--- config.mk ---
export PLATFORM = sky130hd
export DESIGN_NAME = p7m_mux
export DESIGN_NICKNAME = d
export VERILOG_FILES = /design/src/include/p7m_pkg.sv /design/src/hdl/p7m_sync.sv /design/src/hdl/p7m_mux.sv
export SDC_FILE = /design/constraint.sdc
export NUM_CORES = 1
export LEC_CHECK = 0
export ABC_CLOCK_PERIOD_IN_PS = 1300
export BUFFER_PORTS_ARGS = -buffer_cell sky130_fd_sc_hd__buf_2
export CAP_MARGIN = 20
export CORE_UTILIZATION = 44
export DETAILED_ROUTE_END_ITERATION = 10
export GPL_TIMING_DRIVEN = 1
export PLACE_DENSITY = 0.76
export RECOVER_POWER = 50
export SKIP_CTS_REPAIR_TIMING = 1
export SLEW_MARGIN = 25
export SYNTH_ARGS = -nofsm -noshare
export SYNTH_HDL_FRONTEND = slang
export SYNTH_SLANG_ARGS = --single-unit
--- constraint.sdc ---
create_clock -name pclk -period 1.3 [get_ports pclk]
set_clock_uncertainty 0.05 [all_clocks]
set_input_delay 0.13 -clock pclk [delete_from_list [all_inputs] [get_ports pclk]]
set_output_delay 0.13 -clock pclk [all_outputs]
set_load 0.05 [all_outputs]
--- src/include/p7m_pkg.sv ---
// Package with register map, field layout and encodings of the port-7 pin-function mux.
package p7m_pkg;

    // ------------------------------------------------------------
    // Register map (byte addresses on APB)
    // ------------------------------------------------------------
    localparam logic [11:0] P7M_CTRL0_OFF = 12'h000; // Pin control, bits 0..3.
    localparam logic [11:0] P7M_CTRL1_OFF = 12'h004; // Pin control, bit 4.
    localparam logic [11:0] P7M_OUT_OFF = 12'h008;   // General-purpose output data.
    localparam logic [11:0] P7M_IN_OFF = 12'h00c;    // Synchronised pin levels.
    localparam logic [11:0] P7M_STRAP_OFF = 12'h010; // Captured start-up state.

    // ------------------------------------------------------------
    // Field layout and values
    // ------------------------------------------------------------
    localparam int P7M_NPINS = 5;
    localparam int P7M_SEL_W = 4;
    localparam int P7M_SEL_STRIDE = 8;            // Each pin's field sits in its own byte.
    localparam int P7M_SEL_OUTEN_BIT = 3;         // Field value 1x00 means output enabled.
    localparam logic [3:0] P7M_SEL_RESET = 4'h0;  // All pins start as inputs.
    localparam logic [4:0] P7M_OUT_RESET = 5'h00;
    localparam logic [1:0] P7M_ALT0 = 2'h0;       // Output selection zero.
    localparam logic [1:0] P7M_ALT1 = 2'h1;       // Output selection one.
    localparam logic [1:0] P7M_ALT2 = 2'h2;
    localparam logic [1:0] P7M_ALT3 = 2'h3;

    // ------------------------------------------------------------
    // Start-up debug position encodings
    // ------------------------------------------------------------
    localparam logic [1:0] P7M_DBGPOS_0 = 2'h0;
    localparam logic [1:0] P7M_DBGPOS_2 = 2'h2;
    localparam int P7M_STRAP_DBG_BIT = 0;
    localparam int P7M_STRAP_SCANC_BIT = 1;
    localparam int P7M_STRAP_POS_LSB = 2;
    localparam int P7M_STRAP_TEST_BIT = 4;

endpackage

--- src/hdl/p7m_sync.sv ---
// Two-flop synchroniser for a bus of asynchronous pin levels.
`timescale 1ns/1ps
module p7m_sync #(
    parameter int W = 1
) (
    // Clock and reset
    input wire logic pclk,
    input wire logic presetn,
    // Data
    input wire logic [W-1:0] async_i,
    output logic [W-1:0] sync_o
);
    logic [W-1:0] meta_q;

    // The first stage feeds only the second stage, keeping metastability contained.
    always_ff @(posedge pclk or negedge presetn) begin
        if (!presetn) begin
            meta_q <= '0;
            sync_o <= '0;
        end else begin
            meta_q <= async_i;
            sync_o <= meta_q;
        end
    end
endmodule // p7m_sync

--- src/hdl/p7m_mux.sv ---
// Port-7 pin-function multiplexer with APB register file and start-up capture.
//
// Function
// - Pin output picks output zero at 1x00, one at 1x01, onward by low bits.
// - Hardware-driven outputs bypass the software output select field.
// - Debug reset sampled at power-on reset release; high activates debug system.
// - Bit2: GP data at zero, analog mux bit0 at one; scan data in.
// - Bit0: GP, timer3, timer6 toggles; hardware test data out and debug data.
// - Bit0 also feeds service request 2 trigger input 1.
// - Bit3: GP, mux bit1, serial ch1, ch0 data out; feeds ch1 input, TMS.
// - Bit1: GP data or programmable clock; feeds debug break input C.
// - Bit4: GP, mux bit2, ch1 data, ch1 clock; feeds ch0, ch1, test clock.
// - Scan position C enables pull-up on bit2 test data input.
// - Bit4 pull-up with scan position C, else pull-down with debug position 2.
// - Scan position C enables a pull on bit3; polarity taken as pull-up.
`timescale 1ns/1ps
module p7m_mux
    import p7m_pkg::*;
(
    // APB slave
    input wire logic pclk,
    input wire logic presetn,
    input wire logic psel,
    input wire logic penable,
    input wire logic pwrite,
    input wire logic [11:0] paddr,
    input wire logic [31:0] pwdata,
    output logic [31:0] prdata,
    output logic pready,
    output logic pslverr,
    // Start-up straps and test pins
    input wire logic factory_test_enable_i,
    input wire logic debug_reset_i,
    input wire logic scan_pos_c_i,
    input wire logic [1:0] debug_pos_i,
    output logic debug_active_o,
    output logic factory_test_mode_o,
    // Peripheral outputs toward the pins
    input wire logic adc1_mux_ctrl_bit0_i,
    input wire logic adc1_mux_ctrl_bit1_i,
    input wire logic adc1_mux_ctrl_bit2_i,
    input wire logic timer3_toggle_out_i,
    input wire logic timer6_toggle_out_i,
    input wire logic serial_ch1_data_out_i,
    input wire logic serial_ch0_data_out_i,
    input wire logic serial_ch1_clock_out_i,
    input wire logic programmable_clock_out_i,
    input wire logic dbg_tdo_i,
    input wire logic dbg_tdo_en_i,
    // Pins, five signals each; output enable is low while driving
    input wire logic [4:0] pin_i,
    output logic [4:0] pin_o,
    output logic [4:0] pin_oen_o,
    output logic [4:0] pull_up_o,
    output logic [4:0] pull_down_o,
    // Alternate inputs toward peripherals
    output logic service_request2_trigger1_o,
    output logic serial_ch1_data_in_f_o,
    output logic serial_ch0_data_in_d_o,
    output logic serial_ch1_clock_in_e_o,
    output logic debug_break_in_pos_c_o,
    output logic scan_tdi_o,
    output logic scan_tms_o,
    output logic scan_tck_o,
    output logic dbg_data_in_o
);
    import p7m_pkg::*;

    // ------------------------------------------------------------
    // Registers and synchronised inputs
    // ------------------------------------------------------------
    logic [3:0] sel_q [P7M_NPINS];
    logic [4:0] out_q;
    logic [4:0] pin_s;
    logic [4:0] pin_s_q;
    logic [4:0] strap_s;
    logic por_done_q;
    logic [1:0] por_arm_q;
    logic dbg_q;
    logic scanc_q;
    logic [1:0] pos_q;
    logic test_q;

    p7m_sync #(.W(5)) u_pin_sync (
        .pclk(pclk),
        .presetn(presetn),
        .async_i(pin_i),
        .sync_o(pin_s)
    );

    p7m_sync #(.W(5)) u_strap_sync (
        .pclk(pclk),
        .presetn(presetn),
        .async_i({factory_test_enable_i, debug_pos_i, scan_pos_c_i, debug_reset_i}),
        .sync_o(strap_s)
    );

    // ------------------------------------------------------------
    // APB decode
    // ------------------------------------------------------------
    wire acc = psel & penable;
    wire wr = acc & pwrite;
    wire hit_c0 = paddr == P7M_CTRL0_OFF;
    wire hit_c1 = paddr == P7M_CTRL1_OFF;
    wire hit_out = paddr == P7M_OUT_OFF;
    wire hit_in = paddr == P7M_IN_OFF;
    wire hit_st = paddr == P7M_STRAP_OFF;
    wire mapped = hit_c0 | hit_c1 | hit_out | hit_in | hit_st;
    wire [4:0] strap_word = {test_q, pos_q, scanc_q, dbg_q};

    logic [31:0] rd_d;
    always_comb begin
        rd_d = 32'h0;
        for (int i = 0; i < 4; i++) begin
            if (hit_c0) begin
                rd_d[i*P7M_SEL_STRIDE +: P7M_SEL_W] = sel_q[i];
            end
        end
        if (hit_c1) begin
            rd_d[P7M_SEL_W-1:0] = sel_q[4];
        end
        if (hit_out) begin
            rd_d[4:0] = out_q;
        end
        if (hit_in) begin
            rd_d[4:0] = pin_s_q;
        end
        if (hit_st) begin
            rd_d[4:0] = strap_word;
        end
    end

    // Zero-wait slave: pready is asserted in every access phase.
    always_ff @(posedge pclk or negedge presetn) begin
        if (!presetn) begin
            prdata <= 32'h0;
            pready <= 1'b0;
            pslverr <= 1'b0;
        end else begin
            prdata <= (psel & ~penable & ~pwrite) ? rd_d : prdata;
            pready <= psel & ~penable;
            pslverr <= psel & ~penable & ~mapped;
        end
    end

    // Control registers; writes to unmapped offsets are dropped with an error.
    always_ff @(posedge pclk or negedge presetn) begin
        if (!presetn) begin
            for (int i = 0; i < P7M_NPINS; i++) begin
                sel_q[i] <= P7M_SEL_RESET;
            end
            out_q <= P7M_OUT_RESET;
        end else begin
            for (int i = 0; i < 4; i++) begin
                if (wr & hit_c0) begin
                    sel_q[i] <= pwdata[i*P7M_SEL_STRIDE +: P7M_SEL_W];
                end
            end
            if (wr & hit_c1) begin
                sel_q[4] <= pwdata[P7M_SEL_W-1:0];
            end
            if (wr & hit_out) begin
                out_q <= pwdata[4:0];
            end
        end
    end

    // ------------------------------------------------------------
    // Start-up capture
    // ------------------------------------------------------------
    // Straps are taken once, when the synchroniser shows pin levels and not its reset zeros.
    always_ff @(posedge pclk or negedge presetn) begin
        if (!presetn) begin
            por_arm_q <= 2'b00;
            por_done_q <= 1'b0;
            dbg_q <= 1'b0;
            scanc_q <= 1'b0;
            pos_q <= 2'h0;
            test_q <= 1'b0;
        end else begin
            por_arm_q <= {por_arm_q[0], 1'b1};
            if (por_arm_q[1] && !por_done_q) begin
                por_done_q <= 1'b1;
                dbg_q <= strap_s[P7M_STRAP_DBG_BIT];
                scanc_q <= strap_s[P7M_STRAP_SCANC_BIT];
                pos_q <= strap_s[P7M_STRAP_POS_LSB +: 2];
                test_q <= ~strap_s[P7M_STRAP_TEST_BIT];
            end
        end
    end

    // ------------------------------------------------------------
    // Output selection per pin
    // ------------------------------------------------------------
    // Alternate output tables; a slot with no function drives low.
    logic [3:0] alt_tbl [P7M_NPINS];
    assign alt_tbl[0] = {1'b0, timer6_toggle_out_i, timer3_toggle_out_i, out_q[0]};
    assign alt_tbl[1] = {2'b00, programmable_clock_out_i, out_q[1]};
    assign alt_tbl[2] = {2'b00, adc1_mux_ctrl_bit0_i, out_q[2]};
    assign alt_tbl[3] = {serial_ch0_data_out_i, serial_ch1_data_out_i,
                         adc1_mux_ctrl_bit1_i, out_q[3]};
    assign alt_tbl[4] = {serial_ch1_clock_out_i, serial_ch1_data_out_i,
                         adc1_mux_ctrl_bit2_i, out_q[4]};

    logic [4:0] pin_d;
    logic [4:0] drv_d;
    genvar g;
    generate
        for (g = 0; g < P7M_NPINS; g++) begin : g_pin
            wire [1:0] alt = sel_q[g][1:0];
            assign pin_d[g] = alt_tbl[g][alt];
            assign drv_d[g] = sel_q[g][P7M_SEL_OUTEN_BIT];
        end
    endgenerate

    // Debug hardware owns bit 0 while active with dbg_tdo_en_i high, regardless of the select field.
    wire hw_own0 = dbg_q & dbg_tdo_en_i;
    wire [4:0] pin_f = {pin_d[4:1], hw_own0 ? dbg_tdo_i : pin_d[0]};
    wire [4:0] drv_f = {drv_d[4:1], drv_d[0] | hw_own0};

    // Pull devices from the captured start-up positions.
    wire dpos02 = dbg_q & ((pos_q == P7M_DBGPOS_0) | (pos_q == P7M_DBGPOS_2));
    wire dpos2 = dbg_q & (pos_q == P7M_DBGPOS_2);
    wire [4:0] pu_d = {scanc_q, scanc_q, scanc_q, 2'b00};
    wire [4:0] pd_d = {dpos2 & ~scanc_q, 3'b000, dpos02};

    always_ff @(posedge pclk or negedge presetn) begin
        if (!presetn) begin
            pin_o <= 5'h00;
            pin_oen_o <= 5'h1f;
            pull_up_o <= 5'h00;
            pull_down_o <= 5'h00;
            pin_s_q <= 5'h00;
            debug_active_o <= 1'b0;
            factory_test_mode_o <= 1'b0;
        end else begin
            pin_o <= pin_f;
            pin_oen_o <= ~drv_f;
            pull_up_o <= pu_d;
            pull_down_o <= pd_d;
            pin_s_q <= pin_s;
            debug_active_o <= dbg_q;
            factory_test_mode_o <= test_q;
        end
    end

    // ------------------------------------------------------------
    // Alternate inputs
    // ------------------------------------------------------------
    // Inputs read the synchronised pin, so output selection never blocks them.
    always_ff @(posedge pclk or negedge presetn) begin
        if (!presetn) begin
            service_request2_trigger1_o <= 1'b0;
            serial_ch1_data_in_f_o <= 1'b0;
            serial_ch0_data_in_d_o <= 1'b0;
            serial_ch1_clock_in_e_o <= 1'b0;
            debug_break_in_pos_c_o <= 1'b0;
            scan_tdi_o <= 1'b0;
            scan_tms_o <= 1'b0;
            scan_tck_o <= 1'b0;
            dbg_data_in_o <= 1'b0;
        end else begin
            service_request2_trigger1_o <= pin_s[0];
            serial_ch1_data_in_f_o <= pin_s[3];
            serial_ch0_data_in_d_o <= pin_s[4];
            serial_ch1_clock_in_e_o <= pin_s[4];
            debug_break_in_pos_c_o <= pin_s[1];
            scan_tdi_o <= pin_s[2] & scanc_q;
            scan_tms_o <= pin_s[3] & scanc_q;
            scan_tck_o <= pin_s[4] & scanc_q;
            dbg_data_in_o <= pin_s[0] & dbg_q;
        end
    end

    // ------------------------------------------------------------
    // Assertions
    // ------------------------------------------------------------
    property p_sel_drive;
        @(posedge pclk) disable iff (!presetn)
        (sel_q[1][P7M_SEL_OUTEN_BIT] && sel_q[1][1:0] == P7M_ALT1) |=>
            (!pin_oen_o[1] && pin_o[1] == $past(programmable_clock_out_i));
    endproperty
    a_sel_drive: assert property (p_sel_drive) else $error("bit1 select one wrong");

    property p_sel_off;
        @(posedge pclk) disable iff (!presetn)
        (sel_q[3][3] == 1'b0) |=> pin_oen_o[3];
    endproperty
    a_sel_off: assert property (p_sel_off) else $error("pin driven while unselected");

    property p_hw_own;
        @(posedge pclk) disable iff (!presetn)
        hw_own0 |=> (!pin_oen_o[0] && pin_o[0] == $past(dbg_tdo_i));
    endproperty
    a_hw_own: assert property (p_hw_own) else $error("debug output not in control");

    property p_srq;
        @(posedge pclk) disable iff (!presetn)
        $rose(pin_i[0]) |-> ##3 service_request2_trigger1_o;
    endproperty
    a_srq: assert property (p_srq) else $error("trigger input lags pin");

    property p_ch0_in;
        @(posedge pclk) disable iff (!presetn)
        $fell(pin_i[4]) |-> ##3 (!serial_ch0_data_in_d_o && !serial_ch1_clock_in_e_o);
    endproperty
    a_ch0_in: assert property (p_ch0_in) else $error("bit4 inputs lag pin");

    property p_pu_c;
        @(posedge pclk) disable iff (!presetn)
        (por_done_q && scanc_q) |=> (pull_up_o[2] && pull_up_o[3] && pull_up_o[4]);
    endproperty
    a_pu_c: assert property (p_pu_c) else $error("position C pulls missing");

    property p_pd0;
        @(posedge pclk) disable iff (!presetn)
        (dbg_q && pos_q == P7M_DBGPOS_0) |=> pull_down_o[0];
    endproperty
    a_pd0: assert property (p_pd0) else $error("bit0 pull-down missing");

    property p_pd4;
        @(posedge pclk) disable iff (!presetn)
        (dbg_q && pos_q == P7M_DBGPOS_2 && !scanc_q) |=> (pull_down_o[4] && !pull_up_o[4]);
    endproperty
    a_pd4: assert property (p_pd4) else $error("bit4 pull wrong");

    property p_dbg_hold;
        @(posedge pclk) disable iff (!presetn)
        por_done_q |=> $stable(dbg_q);
    endproperty
    a_dbg_hold: assert property (p_dbg_hold) else $error("debug strap changed");

    c_apb_wr: cover property (@(posedge pclk) disable iff (!presetn) wr && hit_c0);
    c_hw_own: cover property (@(posedge pclk) disable iff (!presetn) hw_own0);
    c_scan_c: cover property (@(posedge pclk) disable iff (!presetn) scanc_q && por_done_q);
endmodule // p7m_mux

### After elaboration in Yosys (flattened, before gate mapping)

Index checks and enable logic that the tools add are counted.

| operators by class | value |
|---|---|
| reductions and logical operators | 4 |
| eq/ne operators | 5 |
| muxes and demuxes | 19 |
| multipliers | 0 |
| magnitude comparators | 5 |
| divide/modulo/power cells | 0 |
| shift-type cells | 0 |
| bitwise gates (word level) | 28 |
| add/subtract/negate cells | 0 |

Operators with widths:

| operator | number |
|---|---|
| $eq A12 B4 Y1 const B | 2 |
| $mux W4 | 5 |
| $and A1 B1 Y1 | 16 |
| $lt A2 B3 Y1 const B | 5 |
| $mux W5 | 3 |
| $eq A12 B3 Y1 const B | 1 |
| $eq A12 B5 Y1 const B | 1 |
| $logic_not A12 Y1 | 1 |
| $bmux W1 S2 | 5 |
| $mux W1 | 6 |
| $or A1 B1 Y1 | 6 |
| $not A1 Y1 | 5 |
| $not A5 Y5 | 1 |
| $eq A2 B2 Y1 const B | 1 |
| $logic_not A2 Y1 | 1 |
| $logic_and A1 B1 Y1 | 1 |
| $logic_not A1 Y1 | 1 |

| word-level totals | value |
|---|---|
| bits in read-only memories | 0 |
| bits in latches | 0 |
| output and inout port bits | 65 |
| flip-flop bits (word level) | 100 |
| bits of input ports | 70 |
| logic and storage cells | 95 |
| memories | 0 |
| memory bits (writable) | 0 |

### Logic depth before layout (Yosys ltp)

Gate-level depths: netlist of run 1.

| depth | value |
|---|---|
| depth after elaboration | 7 |
| gate-level depth with buffers | 5 |
| gate-level depth less buffers | 4 |

### Hierarchy

A second synthesis of run 1 with hierarchy kept.

| unflattened totals | value |
|---|---|
| cells, all modules | 232 |
| area total of the unflattened synthesis | 3,696.0 um^2 |

Modules (own cells, without submodules):

| module | area an instance (um^2) | cells each | sequential area each (um^2) | instances |
|---|---|---|---|---|
| p7m_mux | 3,195.6 | 212 | 1,908.1 | 1 |
| p7m_sync | 250.2 | 10 | 250.2 | 2 |

### Worst setup path before layout of run 1

No wires, ideal clock.

| timing path | value |
|---|---|
| path kind | input to register |
| start point | in paddr[9] |
| end point | reg sel_q (netlist bit g_pin[0].alt[0]) |
| data required time | 1.123 ns |
| path buffers | 1 |
| arrival time | 1.482 ns |
| slack | -0.360 ns |
| setup time | 0.127 ns |
| stages | 5 |
| path through | nor4_2 -> nand4_2 -> nor3_4 -> buf_6 -> mux2_1 |

| between the ends | value |
|---|---|
| cells in the longest elaborated chain, start to end | 2 |

RTL lines:

| item | line | text |
|---|---|---|
| start, declared | p7m_mux.sv:26 | `input wire logic [11:0] paddr,` |
| $logic_not A12 Y1 | p7m_mux.sv:103 | `wire hit_c0 = paddr == P7M_CTRL0_OFF;` |
| $and A1 B1 Y1 | p7m_mux.sv:155 | `if (wr & hit_c0) begin` |
| end signal, assigned by index | p7m_mux.sv:156 | `sel_q[i] <= pwdata[i*P7M_SEL_STRIDE +: P7M_SEL_W];` |
| end, declared | p7m_mux.sv:72 | `logic [3:0] sel_q [P7M_NPINS];` |

Every way passes these cells.
A chain may end at the register's enable or synchronous reset.

### Final worst setup path of run 1

| timing path | value |
|---|---|
| start point | reg pin_s_q[1] |
| end point | reg prdata[1] |

| between the ends | value |
|---|---|
| cells in the longest elaborated chain, start to end | 2 |

RTL lines:

| item | line | text |
|---|---|---|
| start, declared | p7m_mux.sv:75 | `logic [4:0] pin_s_q;` |
| start signal, assigned | p7m_mux.sv:241 | `pin_s_q <= pin_s;` |
| $mux W5 | p7m_mux.sv:125 | `if (hit_in) begin` |
| $mux W5 | p7m_mux.sv:128 | `if (hit_st) begin` |
| end signal, assigned | p7m_mux.sv:140 | `prdata <= (psel & ~penable & ~pwrite) ? rd_d : prdata;` |
| end, declared | p7m_mux.sv:28 | `output logic [31:0] prdata,` |

Every way passes these cells.

==> impl_metrics.prom, run 1 <==
# TYPE chip_impl_metric gauge
chip_impl_metric{name="cts_max_level",unit=""} 3
chip_impl_info{name="tritoncts",value="done"} 1
chip_impl_info{name="largest_register_by_flop_count",value="prdata"} 1
chip_impl_metric{name="pin_count_of_the_biggest_net_entering_global_routing",unit=""} 59
chip_impl_metric{name="largest_register_ffs",unit=""} 17
chip_impl_metric{name="maxCapViolCount",unit=""} 0
chip_impl_metric{name="place.port_buffers",unit=""} 99
chip_impl_info{name="hold-path-endpoint",value="pin_o[0]$_DFF_PN0_"} 1
chip_impl_metric{name="vias_per_cell",unit=""} 4.799
chip_impl_info{name="holdCritPathClass",value="in2reg"} 1
chip_impl_info{name="path_delay_family",value="multiplexers"} 1
chip_impl_metric{name="regToRegSetupSlack",unit="ps"} -150
chip_impl_metric{name="design.die.area",unit="sq mm"} 0.008565
chip_impl_metric{name="fmax",unit="MHz"} 687.9
chip_impl_metric{name="timing.critical_path.fanout_max",unit=""} 2
chip_impl_metric{name="design_power_total",unit="W"} 0.005602
chip_impl_metric{name="num_vias",unit=""} 2433
chip_impl_info{name="clk_root_buffer_cell",value="clkbuf_8"} 1
chip_impl_metric{name="insertedDiodeCount",unit=""} 0
chip_impl_metric{name="irDropWorstVdd",unit="V"} 0.0005603
chip_impl_metric{name="residual_antenna_violating_net_count_after_detailed_routing",unit=""} 0
chip_impl_info{name="launch_point_of_the_worst_reg_to_reg_path",value="pin_s_q[1]$_DFF_PN0_"} 1
chip_impl_metric{name="worstSkewPairLatency",unit="ps"} 360
chip_impl_metric{name="syn_area",unit="sq mm"} 0.003607
chip_impl_metric{name="vias_in_the_first_global_route",unit=""} 2304
chip_impl_metric{name="synth.ff_latch_count",unit=""} 96
chip_impl_metric{name="ratio_of_cells_with_drive_above_1_in_the_final_layout",unit=""} 0.5012
chip_impl_metric{name="reg2reg_depth",unit=""} 3
chip_impl_metric{name="detail_route.wl_per_cell",unit="um"} 15.50
chip_impl_metric{name="worst_path_clk_slew",unit="ps"} 90
chip_impl_metric{name="top_level_ports",unit=""} 135
chip_impl_metric{name="grt_met1_usage",unit=""} 0.2311
chip_impl_metric{name="finalWeightedCongestion",unit=""} 0.7736
chip_impl_metric{name="worst_slack",unit="ps"} -153.7
chip_impl_metric{name="synth.yosys.warnings",unit=""} 0
chip_impl_metric{name="max-clock-path-buffers",unit=""} 2
chip_impl_metric{name="power-per-cell-area",unit="mW/mm^2"} 1118
chip_impl_metric{name="tightest_slew_margin_relative_to_the_limit",unit=""} 0.4565
chip_impl_metric{name="grt.met2_usage",unit=""} 0.2920
chip_impl_metric{name="grt_pass1_wl",unit="um"} 11540
chip_impl_metric{name="ys_async_sr_fraction",unit=""} 1.000
chip_impl_info{name="status",value="complete, but fails checks"} 1
chip_impl_metric{name="core.rowCount",unit=""} 32
chip_impl_metric{name="timing.final.max_slew_violations",unit=""} 0
chip_impl_metric{name="cts.sinks",unit=""} 96
chip_impl_info{name="crit_path_start_kind",value="register"} 1
chip_impl_info{name="critical-path-slowest-cell",value="mux4_2"} 1
chip_impl_metric{name="post-route-period-util",unit=""} 1.118
chip_impl_metric{name="area_growth_syn_to_layout",unit="%"} 38.88
chip_impl_info{name="dominant_synthesized_flop_cell",value="dfrtp_1"} 1
chip_impl_info{name="violations",value="negative hold slack, negative setup slack"} 1
chip_impl_metric{name="total_half_perimeter_wirelength_after_legalization_and_detailed_placement",unit="um"} 5394
chip_impl_metric{name="cp.buffers_inverters",unit=""} 0
chip_impl_metric{name="p_leak",unit="nW"} 2.521
chip_impl_info{name="r2r-end",value="prdata[1]$_DFFE_PN0P_"} 1
chip_impl_metric{name="floorplan.initialDensity",unit=""} 0.4597
chip_impl_info{name="hold_path.startpoint",value="dbg_tdo_i"} 1
chip_impl_metric{name="finalWirelength",unit="um"} 7856
chip_impl_metric{name="globalRoute.totalOverflow",unit=""} 0
chip_impl_info{name="unrepaired_setup_endpoints_after_global_routing",value="yes"} 1
chip_impl_metric{name="numCtsBuffers",unit=""} 9
chip_impl_metric{name="instances_no_fill",unit=""} 507
chip_impl_metric{name="crit_path_max_incr_delay",unit="ps"} 490
chip_impl_info{name="setup.worst_path.class",value="reg2reg"} 1
chip_impl_metric{name="synth-seq-area-share",unit=""} 0.6677
chip_impl_metric{name="postLayoutCoreUtil",unit=""} 0.6384
chip_impl_metric{name="timing.hold.ws",unit="ps"} -31.05
chip_impl_info{name="timing.critical_path.to_type",value="register"} 1
chip_impl_metric{name="worst_pin_slew",unit="ps"} 815.3
chip_impl_metric{name="worst-endpoint-arrival",unit="ps"} 1650
chip_impl_metric{name="timing.hold.worst_path_depth",unit=""} 3
chip_impl_metric{name="number_of_antenna_violations_at_the_first_check_in_global_routing",unit=""} 1
chip_impl_metric{name="drcViolationCount",unit=""} 0
chip_impl_metric{name="core-area",unit="sq mm"} 0.007848
chip_impl_metric{name="number_of_enable_flip_flop_cells_after_synthesis",unit=""} 0
chip_impl_metric{name="met3_grt_util",unit=""} 0.05583
chip_impl_metric{name="layout_min_cycle_time",unit="ps"} 1454
chip_impl_metric{name="drtPass1Iterations",unit=""} 4
chip_impl_metric{name="die_width",unit="um"} 92.55
chip_impl_metric{name="detailedRoute.firstIterationViolations",unit=""} 103
chip_impl_metric{name="grtUsageTotal",unit=""} 0.1819
chip_impl_metric{name="report.final.hold_viol_count",unit=""} 2
chip_impl_metric{name="final-setup-viol-count",unit=""} 23
chip_impl_info{name="global_route_layer_with_the_greatest_usage",value="met2"} 1
chip_impl_metric{name="die_h",unit="um"} 92.55
chip_impl_metric{name="critical_path_required",unit="ps"} 1490
chip_impl_metric{name="postSynthCellCount",unit=""} 235
chip_impl_metric{name="post_synth.cell_area_avg",unit="sq um"} 15.35
chip_impl_info{name="worstPathCellList",value="mux4_2 -> nor2b_4 -> a221o_1"} 1
chip_impl_metric{name="nets",unit=""} 470
chip_impl_metric{name="placedCellCount",unit=""} 459
chip_impl_metric{name="post_synth_num_cell_types",unit=""} 34
chip_impl_metric{name="setup_tns",unit="ps"} -1153
where the power goes:
part           internal, W  switching (W)  total, W
combinational     0.000235       0.000492  0.000727
sequential         0.00308      0.0000476   0.00313
clock             0.000720        0.00103   0.00175
total              0.00404        0.00156   0.00560
stage by stage:
stage	cell area, sq um	hold slack (ps)	setup slack (ps)
finish	5010	-31.05	-153.7
global route	5010	4.989	-191.4
CTS	4569	-329.2	-176.3
detailed placement	4394	71.91	-444.4
global placement	4394	70.67	-378.0
floorplan	3702	-215.6	-315.1
layer usage:
| metal | wire [um] | part of all wire |
|---|---|---|
| met1 | 3270 | 0.42 |
| met3 | 461 | 0.059 |
| met2 | 3969 | 0.51 |
| met4 | 141 | 0.018 |
| met5 | 13 | 0.0017 |
worst min-delay path, cell delays in order:
cell and delay (ps):
buf_2 70, nor2_1 30, a21oi_1 100
logic make-up (layout without fill, tap and decap cells):
| family | after synthesis | after routing | share of synthesized area |
|---|---|---|---|
| AOI/OAI and AO/OA | 22 | 22 | 0.04995 |
| other | 2 | 21 | 0.002082 |
| buffers and inverters | 37 | 188 | 0.06521 |
| muxes | 40 | 40 | 0.1422 |
| and+or+nand+nor | 38 | 38 | 0.07285 |
| DFF | 96 | 96 | 0.6677 |
cell usage after synthesis (all sizes together), types with 2 or more instances:
| master | count | share of area |
|---|---|---|
| a21oi | 3 | 0.0042 |
| a221o | 4 | 0.011 |
| a22o | 13 | 0.032 |
| and2 | 4 | 0.0069 |
| buf | 26 | 0.054 |
| clkbuf | 4 | 0.0042 |
| conb | 2 | 0.0021 |
| dfrtp | 91 | 0.63 |
| dfstp | 5 | 0.036 |
| inv | 7 | 0.0073 |
| mux2 | 30 | 0.094 |
| mux2i | 4 | 0.011 |
| mux4 | 6 | 0.037 |
| nand2 | 2 | 0.0021 |
| nand3 | 2 | 0.0028 |
| nand4 | 2 | 0.0052 |
| nor2 | 7 | 0.0073 |
| nor2b | 8 | 0.014 |
| nor3 | 4 | 0.0087 |
| nor3b | 3 | 0.0090 |
| nor4 | 2 | 0.0094 |
cells in the final DEF, fill, tap and decap left out, types with 7 or more instances in the layout:
cell / instances
dlygate4sd3_1: 29
mux2_4: 21
buf_2: 90
clkbuf_8: 9
mux2_2: 9
buf_4: 34
inv_1: 7
conb_1: 21
a22o_1: 13
buf_6: 7
dfrtp_1: 87
nor2b_1: 7
nor2_1: 7
how the worst max path moves through the flow:
stage	from	to	slack, ps	cells past startpoint
global placement	paddr[4]	g_pin[3].alt[0]$_DFFE_PN0P_	-380	6
finish	pin_s_q[1]$_DFF_PN0_	prdata[1]$_DFFE_PN0P_	-150	3
CTS	pin_s_q[1]$_DFF_PN0_	prdata[1]$_DFFE_PN0P_	-180	3
detailed placement	paddr[4]	drv_d[1]$_DFFE_PN0P_	-440	6
global route	pin_s_q[1]$_DFF_PN0_	prdata[1]$_DFFE_PN0P_	-190	3
floorplan	paddr[4]	g_pin[0].alt[0]$_DFFE_PN0P_	-320	5
area by class of cell:
type                            instances  area (sq um)
Multi-Input combinational cell        121          1144
Tap cell                              102         127.6
Clock inverter                          5         43.79
Inverter                                7         26.28
Sequential cell                        96          2414
Clock buffer                           11         131.4
Timing Repair Buffer                  165          1124
Fill cell                             602          2838
(Power assumes the default switching activity.)
==> run 2, diff against run 1 <==
--- a/config.mk
+++ b/config.mk
@@ -8,10 +8,11 @@
 export ABC_CLOCK_PERIOD_IN_PS = 1300
 export BUFFER_PORTS_ARGS = -buffer_cell sky130_fd_sc_hd__buf_2
 export CAP_MARGIN = 20
-export CORE_UTILIZATION = 44
+export CORE_UTILIZATION = 40
 export DETAILED_ROUTE_END_ITERATION = 10
+export GPL_ROUTABILITY_DRIVEN = 0
 export GPL_TIMING_DRIVEN = 1
-export PLACE_DENSITY = 0.76
+export PLACE_DENSITY = 0.7
 export RECOVER_POWER = 50
 export SKIP_CTS_REPAIR_TIMING = 1
 export SLEW_MARGIN = 25
==> run 2 against run 1 <==
Register-to-register slack barely moved. Hold slack gained 26 ps. Sequential cell count is the same. Critical path depth stayed put. Critical path type unchanged. Global-route usage is 2.7 points lower. Sequential power hardly changed. Highest routed layer is now met4. Worst setup slack got worse by 7.7 ps. Combinational power is 0.6% lower. The flow still finishes with violations (negative hold slack, negative setup slack). Sequential share of layout area fell by 1.1 points. Cell count is 1.6% higher.
==> impl_metrics.prom, run 2 (synthesized netlist as in run 1, its figures left out) <==
# TYPE chip_impl_metric gauge
chip_impl_metric{name="pwr-share-seq",unit=""} 0.544
chip_impl_metric{name="pin_count_of_the_biggest_net_entering_global_routing",unit=""} 97
chip_impl_metric{name="vias_in_the_first_global_route",unit=""} 2217
chip_impl_metric{name="maxCapViolCount",unit=""} 0
chip_impl_metric{name="core.rowCount",unit=""} 34
chip_impl_metric{name="finalWirelength",unit="um"} 7743
chip_impl_metric{name="placed_cell_areas",unit="sq mm"} 0.004387
chip_impl_metric{name="worst_path_clk_slew",unit="ps"} 100
chip_impl_metric{name="max-clock-path-buffers",unit=""} 2
chip_impl_metric{name="worst-endpoint-arrival",unit="ps"} 1670
chip_impl_metric{name="timing.critical_path.fanout_max",unit=""} 2
chip_impl_info{name="holdCritPathClass",value="in2reg"} 1
chip_impl_info{name="unrepaired_setup_endpoints_after_global_routing",value="yes"} 1
chip_impl_metric{name="worstSkewPairLatency",unit="ps"} 370
chip_impl_metric{name="p_int",unit="W"} 0.004074
chip_impl_metric{name="die_h",unit="um"} 96.97
chip_impl_metric{name="num_vias",unit=""} 2344
chip_impl_metric{name="total_half_perimeter_wirelength_after_legalization_and_detailed_placement",unit="um"} 5136
chip_impl_metric{name="vias_per_cell",unit=""} 4.551
chip_impl_info{name="hold-path-endpoint",value="pin_o[1]$_DFF_PN0_"} 1
chip_impl_info{name="status",value="complete, but fails checks"} 1
chip_impl_metric{name="tightest_slew_margin_relative_to_the_limit",unit=""} 0.4449
chip_impl_metric{name="timing.hold.ws",unit="ps"} -4.729
chip_impl_info{name="tritoncts",value="done"} 1
chip_impl_info{name="clk_root_buffer_cell",value="clkbuf_8"} 1
chip_impl_metric{name="timing.final.max_slew_violations",unit=""} 0
chip_impl_metric{name="report.final.hold_viol_count",unit=""} 2
chip_impl_metric{name="design.die.area",unit="sq mm"} 0.009402
chip_impl_info{name="most-common-layout-cells",value="dfrtp_1 (87), buf_2 (87), buf_4 (35)"} 1
chip_impl_metric{name="fmax",unit="MHz"} 684.2
chip_impl_metric{name="combinational_cell_fraction_of_total_power",unit=""} 0.126
chip_impl_metric{name="top_level_ports",unit=""} 135
chip_impl_metric{name="insertedDiodeCount",unit=""} 0
chip_impl_metric{name="cts_max_level",unit=""} 3
chip_impl_metric{name="critical_path_required",unit="ps"} 1510
chip_impl_metric{name="largest_register_ffs",unit=""} 17
chip_impl_info{name="hold_path.startpoint",value="programmable_clock_out_i"} 1
chip_impl_info{name="crit_path_start_kind",value="register"} 1
chip_impl_metric{name="design_power_total",unit="W"} 0.005749
chip_impl_metric{name="die_width",unit="um"} 96.97
chip_impl_metric{name="layout.cell_area.non_filler",unit="sq mm"} 0.005124
chip_impl_metric{name="number_of_antenna_violations_at_the_first_check_in_global_routing",unit=""} 0
chip_impl_metric{name="residual_antenna_violating_net_count_after_detailed_routing",unit=""} 0
chip_impl_metric{name="setup_tns",unit="ps"} -2311
chip_impl_metric{name="drcViolationCount",unit=""} 0
chip_impl_metric{name="area_growth_syn_to_layout",unit="%"} 42.04
chip_impl_metric{name="cts.sinks",unit=""} 96
chip_impl_metric{name="power-per-cell-area",unit="mW/mm^2"} 1122
chip_impl_metric{name="power_switching_share",unit=""} 0.2914
chip_impl_metric{name="total_switching_power",unit="W"} 0.001675
chip_impl_metric{name="post-route-period-util",unit=""} 1.124
chip_impl_metric{name="globalRoute.totalOverflow",unit=""} 0
chip_impl_metric{name="grt_pass1_wl",unit="um"} 11180
chip_impl_metric{name="ratio_of_cells_with_drive_above_1_in_the_final_layout",unit=""} 0.5111
chip_impl_info{name="r2r-end",value="prdata[1]$_DFFE_PN0P_"} 1
chip_impl_metric{name="core-area",unit="sq mm"} 0.008721
chip_impl_metric{name="nFillCells",unit=""} 712
chip_impl_info{name="launch_point_of_the_worst_reg_to_reg_path",value="pin_s_q[1]$_DFF_PN0_"} 1
chip_impl_metric{name="place.port_buffers",unit=""} 99
chip_impl_metric{name="clkPwrFrac",unit=""} 0.330
chip_impl_metric{name="detailedRoute.firstIterationViolations",unit=""} 99
chip_impl_metric{name="p_leak",unit="nW"} 2.564
chip_impl_metric{name="detail_route.wl_per_cell",unit="um"} 15.03
chip_impl_info{name="setup.worst_path.class",value="reg2reg"} 1
chip_impl_metric{name="timing.hold.worst_path_depth",unit=""} 3
chip_impl_metric{name="reg2reg_depth",unit=""} 3
chip_impl_info{name="violations",value="negative hold slack, negative setup slack"} 1
chip_impl_metric{name="worst_pin_slew",unit="ps"} 832.7
chip_impl_info{name="largest_register_by_flop_count",value="prdata"} 1
chip_impl_metric{name="nets",unit=""} 472
chip_impl_metric{name="grtUsageTotal",unit=""} 0.1552
chip_impl_metric{name="layout_min_cycle_time",unit="ps"} 1461
chip_impl_metric{name="drtPass1Iterations",unit=""} 4
chip_impl_info{name="timing.critical_path.to_type",value="register"} 1
chip_impl_metric{name="floorplan.initialDensity",unit=""} 0.4136
chip_impl_metric{name="numCtsBuffers",unit=""} 9
chip_impl_metric{name="final-setup-viol-count",unit=""} 29
chip_impl_metric{name="irDropWorstVdd",unit="V"} 0.0005762
chip_impl_metric{name="worst_slack",unit="ps"} -161.5
chip_impl_metric{name="regToRegSetupSlack",unit="ps"} -160
[run 2: power groups by stage]
stage               Combinational (W)  Sequential [W]  Clock, W
floorplan                    0.000300         0.00332         0
global placement             0.000629         0.00319         0
detailed placement           0.000637         0.00319         0
CTS                          0.000638         0.00313   0.00197
global route                 0.000765         0.00314   0.00206
finish                       0.000723         0.00313   0.00190
[run 2: critical path, cell delays in order, from the launching register on]
cell and delay (ps):
dfrtp_2 430, mux4_2 500, nor2b_4 140, a221o_1 250
[run 2: cell type report]
| cell class | count | area (sq um) | area share |
|---|---|---|---|
| clock buffers | 9 | 123.9 | 0.02418 |
| clock inverters | 7 | 72.57 | 0.01416 |
| inverters | 7 | 26.28 | 0.005128 |
| multi-input cells | 121 | 1166 | 0.2276 |
| flip-flops and latches | 96 | 2414 | 0.4711 |
| well taps | 108 | 135.1 | 0.02637 |
| repair buffers | 167 | 1186 | 0.2315 |
[run 2: worst max-delay path by stage]
stage | to | cells after the start | slack, ps | start
2_1_floorplan | g_pin[0].alt[0]$_DFFE_PN0P_ | 5 | -320 | paddr[4]
3_3_place_gp | drv_d[1]$_DFFE_PN0P_ | 6 | -370 | paddr[4]
3_5_place_dp | g_pin[3].alt[0]$_DFFE_PN0P_ | 6 | -410 | paddr[4]
4_1_cts | prdata[1]$_DFFE_PN0P_ | 3 | -160 | pin_s_q[1]$_DFF_PN0_
5_1_grt | prdata[3]$_DFFE_PN0P_ | 3 | -180 | pin_s_q[3]$_DFF_PN0_
6_report | prdata[1]$_DFFE_PN0P_ | 3 | -160 | pin_s_q[1]$_DFF_PN0_
[run 2: layer usage]
| metal | track usage | wire (um) |
|---|---|---|
| met1 | 0.2100 | 3560 |
| met2 | 0.2367 | 3654 |
| met3 | 0.03974 | 393 |
| met4 | 0.06889 | 135 |
| met5 | 0 | 0 |
[run 2: metrics by stage]
stage | util | worst slack, ps | cells
CTS | 0.5255 | -162.7 | 479
global route | 0.5875 | -183.9 | 515
floorplan | - | -315.1 | 254
global placement | 0.5030 | -372.9 | 463
finish | 0.5875 | -161.5 | 515
detailed placement | 0.5030 | -409.9 | 463
==> run 3, diff against run 2 <==
--- a/config.mk
+++ b/config.mk
@@ -12,6 +12,7 @@
 export DETAILED_ROUTE_END_ITERATION = 10
 export GPL_ROUTABILITY_DRIVEN = 0
 export GPL_TIMING_DRIVEN = 1
+export MAX_ROUTING_LAYER = met4
 export PLACE_DENSITY = 0.7
 export RECOVER_POWER = 50
 export SKIP_CTS_REPAIR_TIMING = 1
==> run 3 against run 2 <==
Count of clock-buffer cells in the layout did not move. Register-to-register slack barely moved. Cell count did not move. The flow still finishes with violations (negative hold slack, negative setup slack). Via count barely moved. Hold slack barely moved. Maximum frequency barely moved. First-iteration DRC count rose by 28%. Sequential share of layout area did not move. Sequential power barely moved. Utilization did not move. Total power barely moved. Non-clock buffer count did not move.
==> impl_metrics.prom, run 3 (synthesized netlist as in run 1, its figures left out) <==
# TYPE chip_impl_metric gauge
chip_impl_metric{name="vias_per_cell",unit=""} 4.553
chip_impl_metric{name="grt_pass1_wl",unit="um"} 11160
chip_impl_metric{name="nets",unit=""} 472
chip_impl_metric{name="max-clock-path-buffers",unit=""} 2
chip_impl_metric{name="post-route-period-util",unit=""} 1.124
chip_impl_metric{name="worst_slack",unit="ps"} -161.5
chip_impl_metric{name="grtUsageTotal",unit=""} 0.1598
chip_impl_metric{name="tightest_slew_margin_relative_to_the_limit",unit=""} 0.4453
chip_impl_metric{name="p_leak",unit="nW"} 2.564
chip_impl_info{name="launch_point_of_the_worst_reg_to_reg_path",value="pin_s_q[1]$_DFF_PN0_"} 1
chip_impl_metric{name="floorplan.initialDensity",unit=""} 0.4136
chip_impl_metric{name="globalRoute.totalOverflow",unit=""} 0
chip_impl_metric{name="worst_path_clk_slew",unit="ps"} 100
chip_impl_metric{name="detailedRoute.firstIterationViolations",unit=""} 127
chip_impl_metric{name="core-area",unit="sq mm"} 0.008721
chip_impl_metric{name="worst_pin_slew",unit="ps"} 832.0
chip_impl_info{name="most-common-layout-cells",value="dfrtp_1 (87), buf_2 (87), buf_4 (35)"} 1
chip_impl_metric{name="die_h",unit="um"} 96.97
chip_impl_metric{name="die_width",unit="um"} 96.97
chip_impl_metric{name="detail_route.wl_per_cell",unit="um"} 15.03
chip_impl_metric{name="insertedDiodeCount",unit=""} 0
chip_impl_metric{name="ratio_of_cells_with_drive_above_1_in_the_final_layout",unit=""} 0.5111
chip_impl_metric{name="pin_count_of_the_biggest_net_entering_global_routing",unit=""} 97
chip_impl_metric{name="design.die.area",unit="sq mm"} 0.009402
chip_impl_metric{name="total_half_perimeter_wirelength_after_legalization_and_detailed_placement",unit="um"} 5136
chip_impl_info{name="status",value="complete, but fails checks"} 1
chip_impl_metric{name="core.rowCount",unit=""} 34
chip_impl_metric{name="power-per-cell-area",unit="mW/mm^2"} 1122
chip_impl_metric{name="worst-endpoint-arrival",unit="ps"} 1670
chip_impl_metric{name="num_vias",unit=""} 2345
chip_impl_metric{name="number_of_antenna_violations_at_the_first_check_in_global_routing",unit=""} 0
chip_impl_info{name="largest_register_by_flop_count",value="prdata"} 1
chip_impl_metric{name="placement.setup.worst_slack",unit="ps"} -409.9
chip_impl_metric{name="largest_register_ffs",unit=""} 17
chip_impl_metric{name="residual_antenna_violating_net_count_after_detailed_routing",unit=""} 0
chip_impl_metric{name="drcViolationCount",unit=""} 0
chip_impl_metric{name="timing.hold.worst_path_depth",unit=""} 3
chip_impl_metric{name="fmax",unit="MHz"} 684.2
chip_impl_metric{name="reg2reg_depth",unit=""} 3
chip_impl_info{name="tritoncts",value="done"} 1
chip_impl_metric{name="layout_min_cycle_time",unit="ps"} 1461
chip_impl_info{name="clk_root_buffer_cell",value="clkbuf_8"} 1
chip_impl_info{name="violations",value="negative hold slack, negative setup slack"} 1
chip_impl_metric{name="timing.hold.ws",unit="ps"} -4.785
chip_impl_metric{name="top_level_ports",unit=""} 135
chip_impl_metric{name="timing.critical_path.fanout_max",unit=""} 2
chip_impl_metric{name="irDropWorstVdd",unit="V"} 0.0005761
chip_impl_metric{name="drtPass1Iterations",unit=""} 4
chip_impl_metric{name="place.port_buffers",unit=""} 99
chip_impl_info{name="holdCritPathClass",value="in2reg"} 1
chip_impl_metric{name="worstSkewPairLatency",unit="ps"} 370
chip_impl_metric{name="final-setup-viol-count",unit=""} 29
chip_impl_metric{name="maxCapViolCount",unit=""} 0
chip_impl_metric{name="report.final.hold_viol_count",unit=""} 2
chip_impl_metric{name="vias_in_the_first_global_route",unit=""} 2220
chip_impl_info{name="unrepaired_setup_endpoints_after_global_routing",value="yes"} 1
chip_impl_info{name="setup.worst_path.class",value="reg2reg"} 1
chip_impl_metric{name="critical_path_required",unit="ps"} 1510
chip_impl_info{name="timing.critical_path.to_type",value="register"} 1
chip_impl_info{name="hold_path.startpoint",value="programmable_clock_out_i"} 1
chip_impl_metric{name="timing.final.max_slew_violations",unit=""} 0
chip_impl_metric{name="cts_max_level",unit=""} 3
chip_impl_metric{name="numCtsBuffers",unit=""} 9
chip_impl_metric{name="setup_tns",unit="ps"} -2309
chip_impl_info{name="r2r-end",value="prdata[1]$_DFFE_PN0P_"} 1
chip_impl_metric{name="cts.sinks",unit=""} 96
chip_impl_metric{name="finalWirelength",unit="um"} 7740
chip_impl_metric{name="area_growth_syn_to_layout",unit="%"} 42.04
chip_impl_info{name="hold-path-endpoint",value="pin_o[1]$_DFF_PN0_"} 1
chip_impl_metric{name="regToRegSetupSlack",unit="ps"} -160
chip_impl_info{name="crit_path_start_kind",value="register"} 1
## run 3: cell counts in the layout (fill, tap and decap cells not counted)
No cell type changed its count.
## run 3: through the flow
step                cells  total power, W  instance area [sq um]    util
CTS                   479        0.005736                   4583  0.5255
detailed placement    463        0.003826                   4387  0.5030
global placement      463        0.003816                   4387  0.5030
floorplan             254        0.003622                   3702       -
global route          515        0.005971                   5124  0.5875
finish                515        0.005748                   5124  0.5875
## run 3: critical path: stages, from the launching register on
cell and delay (ps):
dfrtp_2 430, mux4_2 500, nor2b_4 140, a221o_1 250
## run 3: cell type report
class | instances | area, sq um
fillers | 712 | 3597
flip-flops and latches | 96 | 2414
repair buffers | 167 | 1186
multi-input cells | 121 | 1166
well taps | 108 | 135.1
clock buffers | 9 | 123.9
clock inverters | 7 | 72.57
inverters | 7 | 26.28
## run 3: metal layers
layer	up-vias	global-route usage	routed length (um)
met5	-	-	0
met4	0	0.06889	115
met3	9	0.03685	400
met2	74	0.2367	3670
met1	1152	0.2120	3553
li1	1110	-	-
## run 3: worst max-delay path by stage
| stage | depth (start not counted) | to | start |
|---|---|---|---|
| 3_5_place_dp | 6 | g_pin[3].alt[0]$_DFFE_PN0P_ | paddr[4] |
| 4_1_cts | 3 | prdata[1]$_DFFE_PN0P_ | pin_s_q[1]$_DFF_PN0_ |
| 5_1_grt | 3 | prdata[3]$_DFFE_PN0P_ | pin_s_q[3]$_DFF_PN0_ |
| 2_1_floorplan | 5 | g_pin[0].alt[0]$_DFFE_PN0P_ | paddr[4] |
| 3_3_place_gp | 6 | drv_d[1]$_DFFE_PN0P_ | paddr[4] |
| 6_report | 3 | prdata[1]$_DFFE_PN0P_ | pin_s_q[1]$_DFF_PN0_ |
## run 3: where the power goes
part | switching [W] | internal [W] | total, W
logic | 0.000486 | 0.000237 | 0.000722
clock network | 0.00114 | 0.000755 | 0.00190
registers | 0.0000475 | 0.00308 | 0.00313
total | 0.00167 | 0.00407 | 0.00575
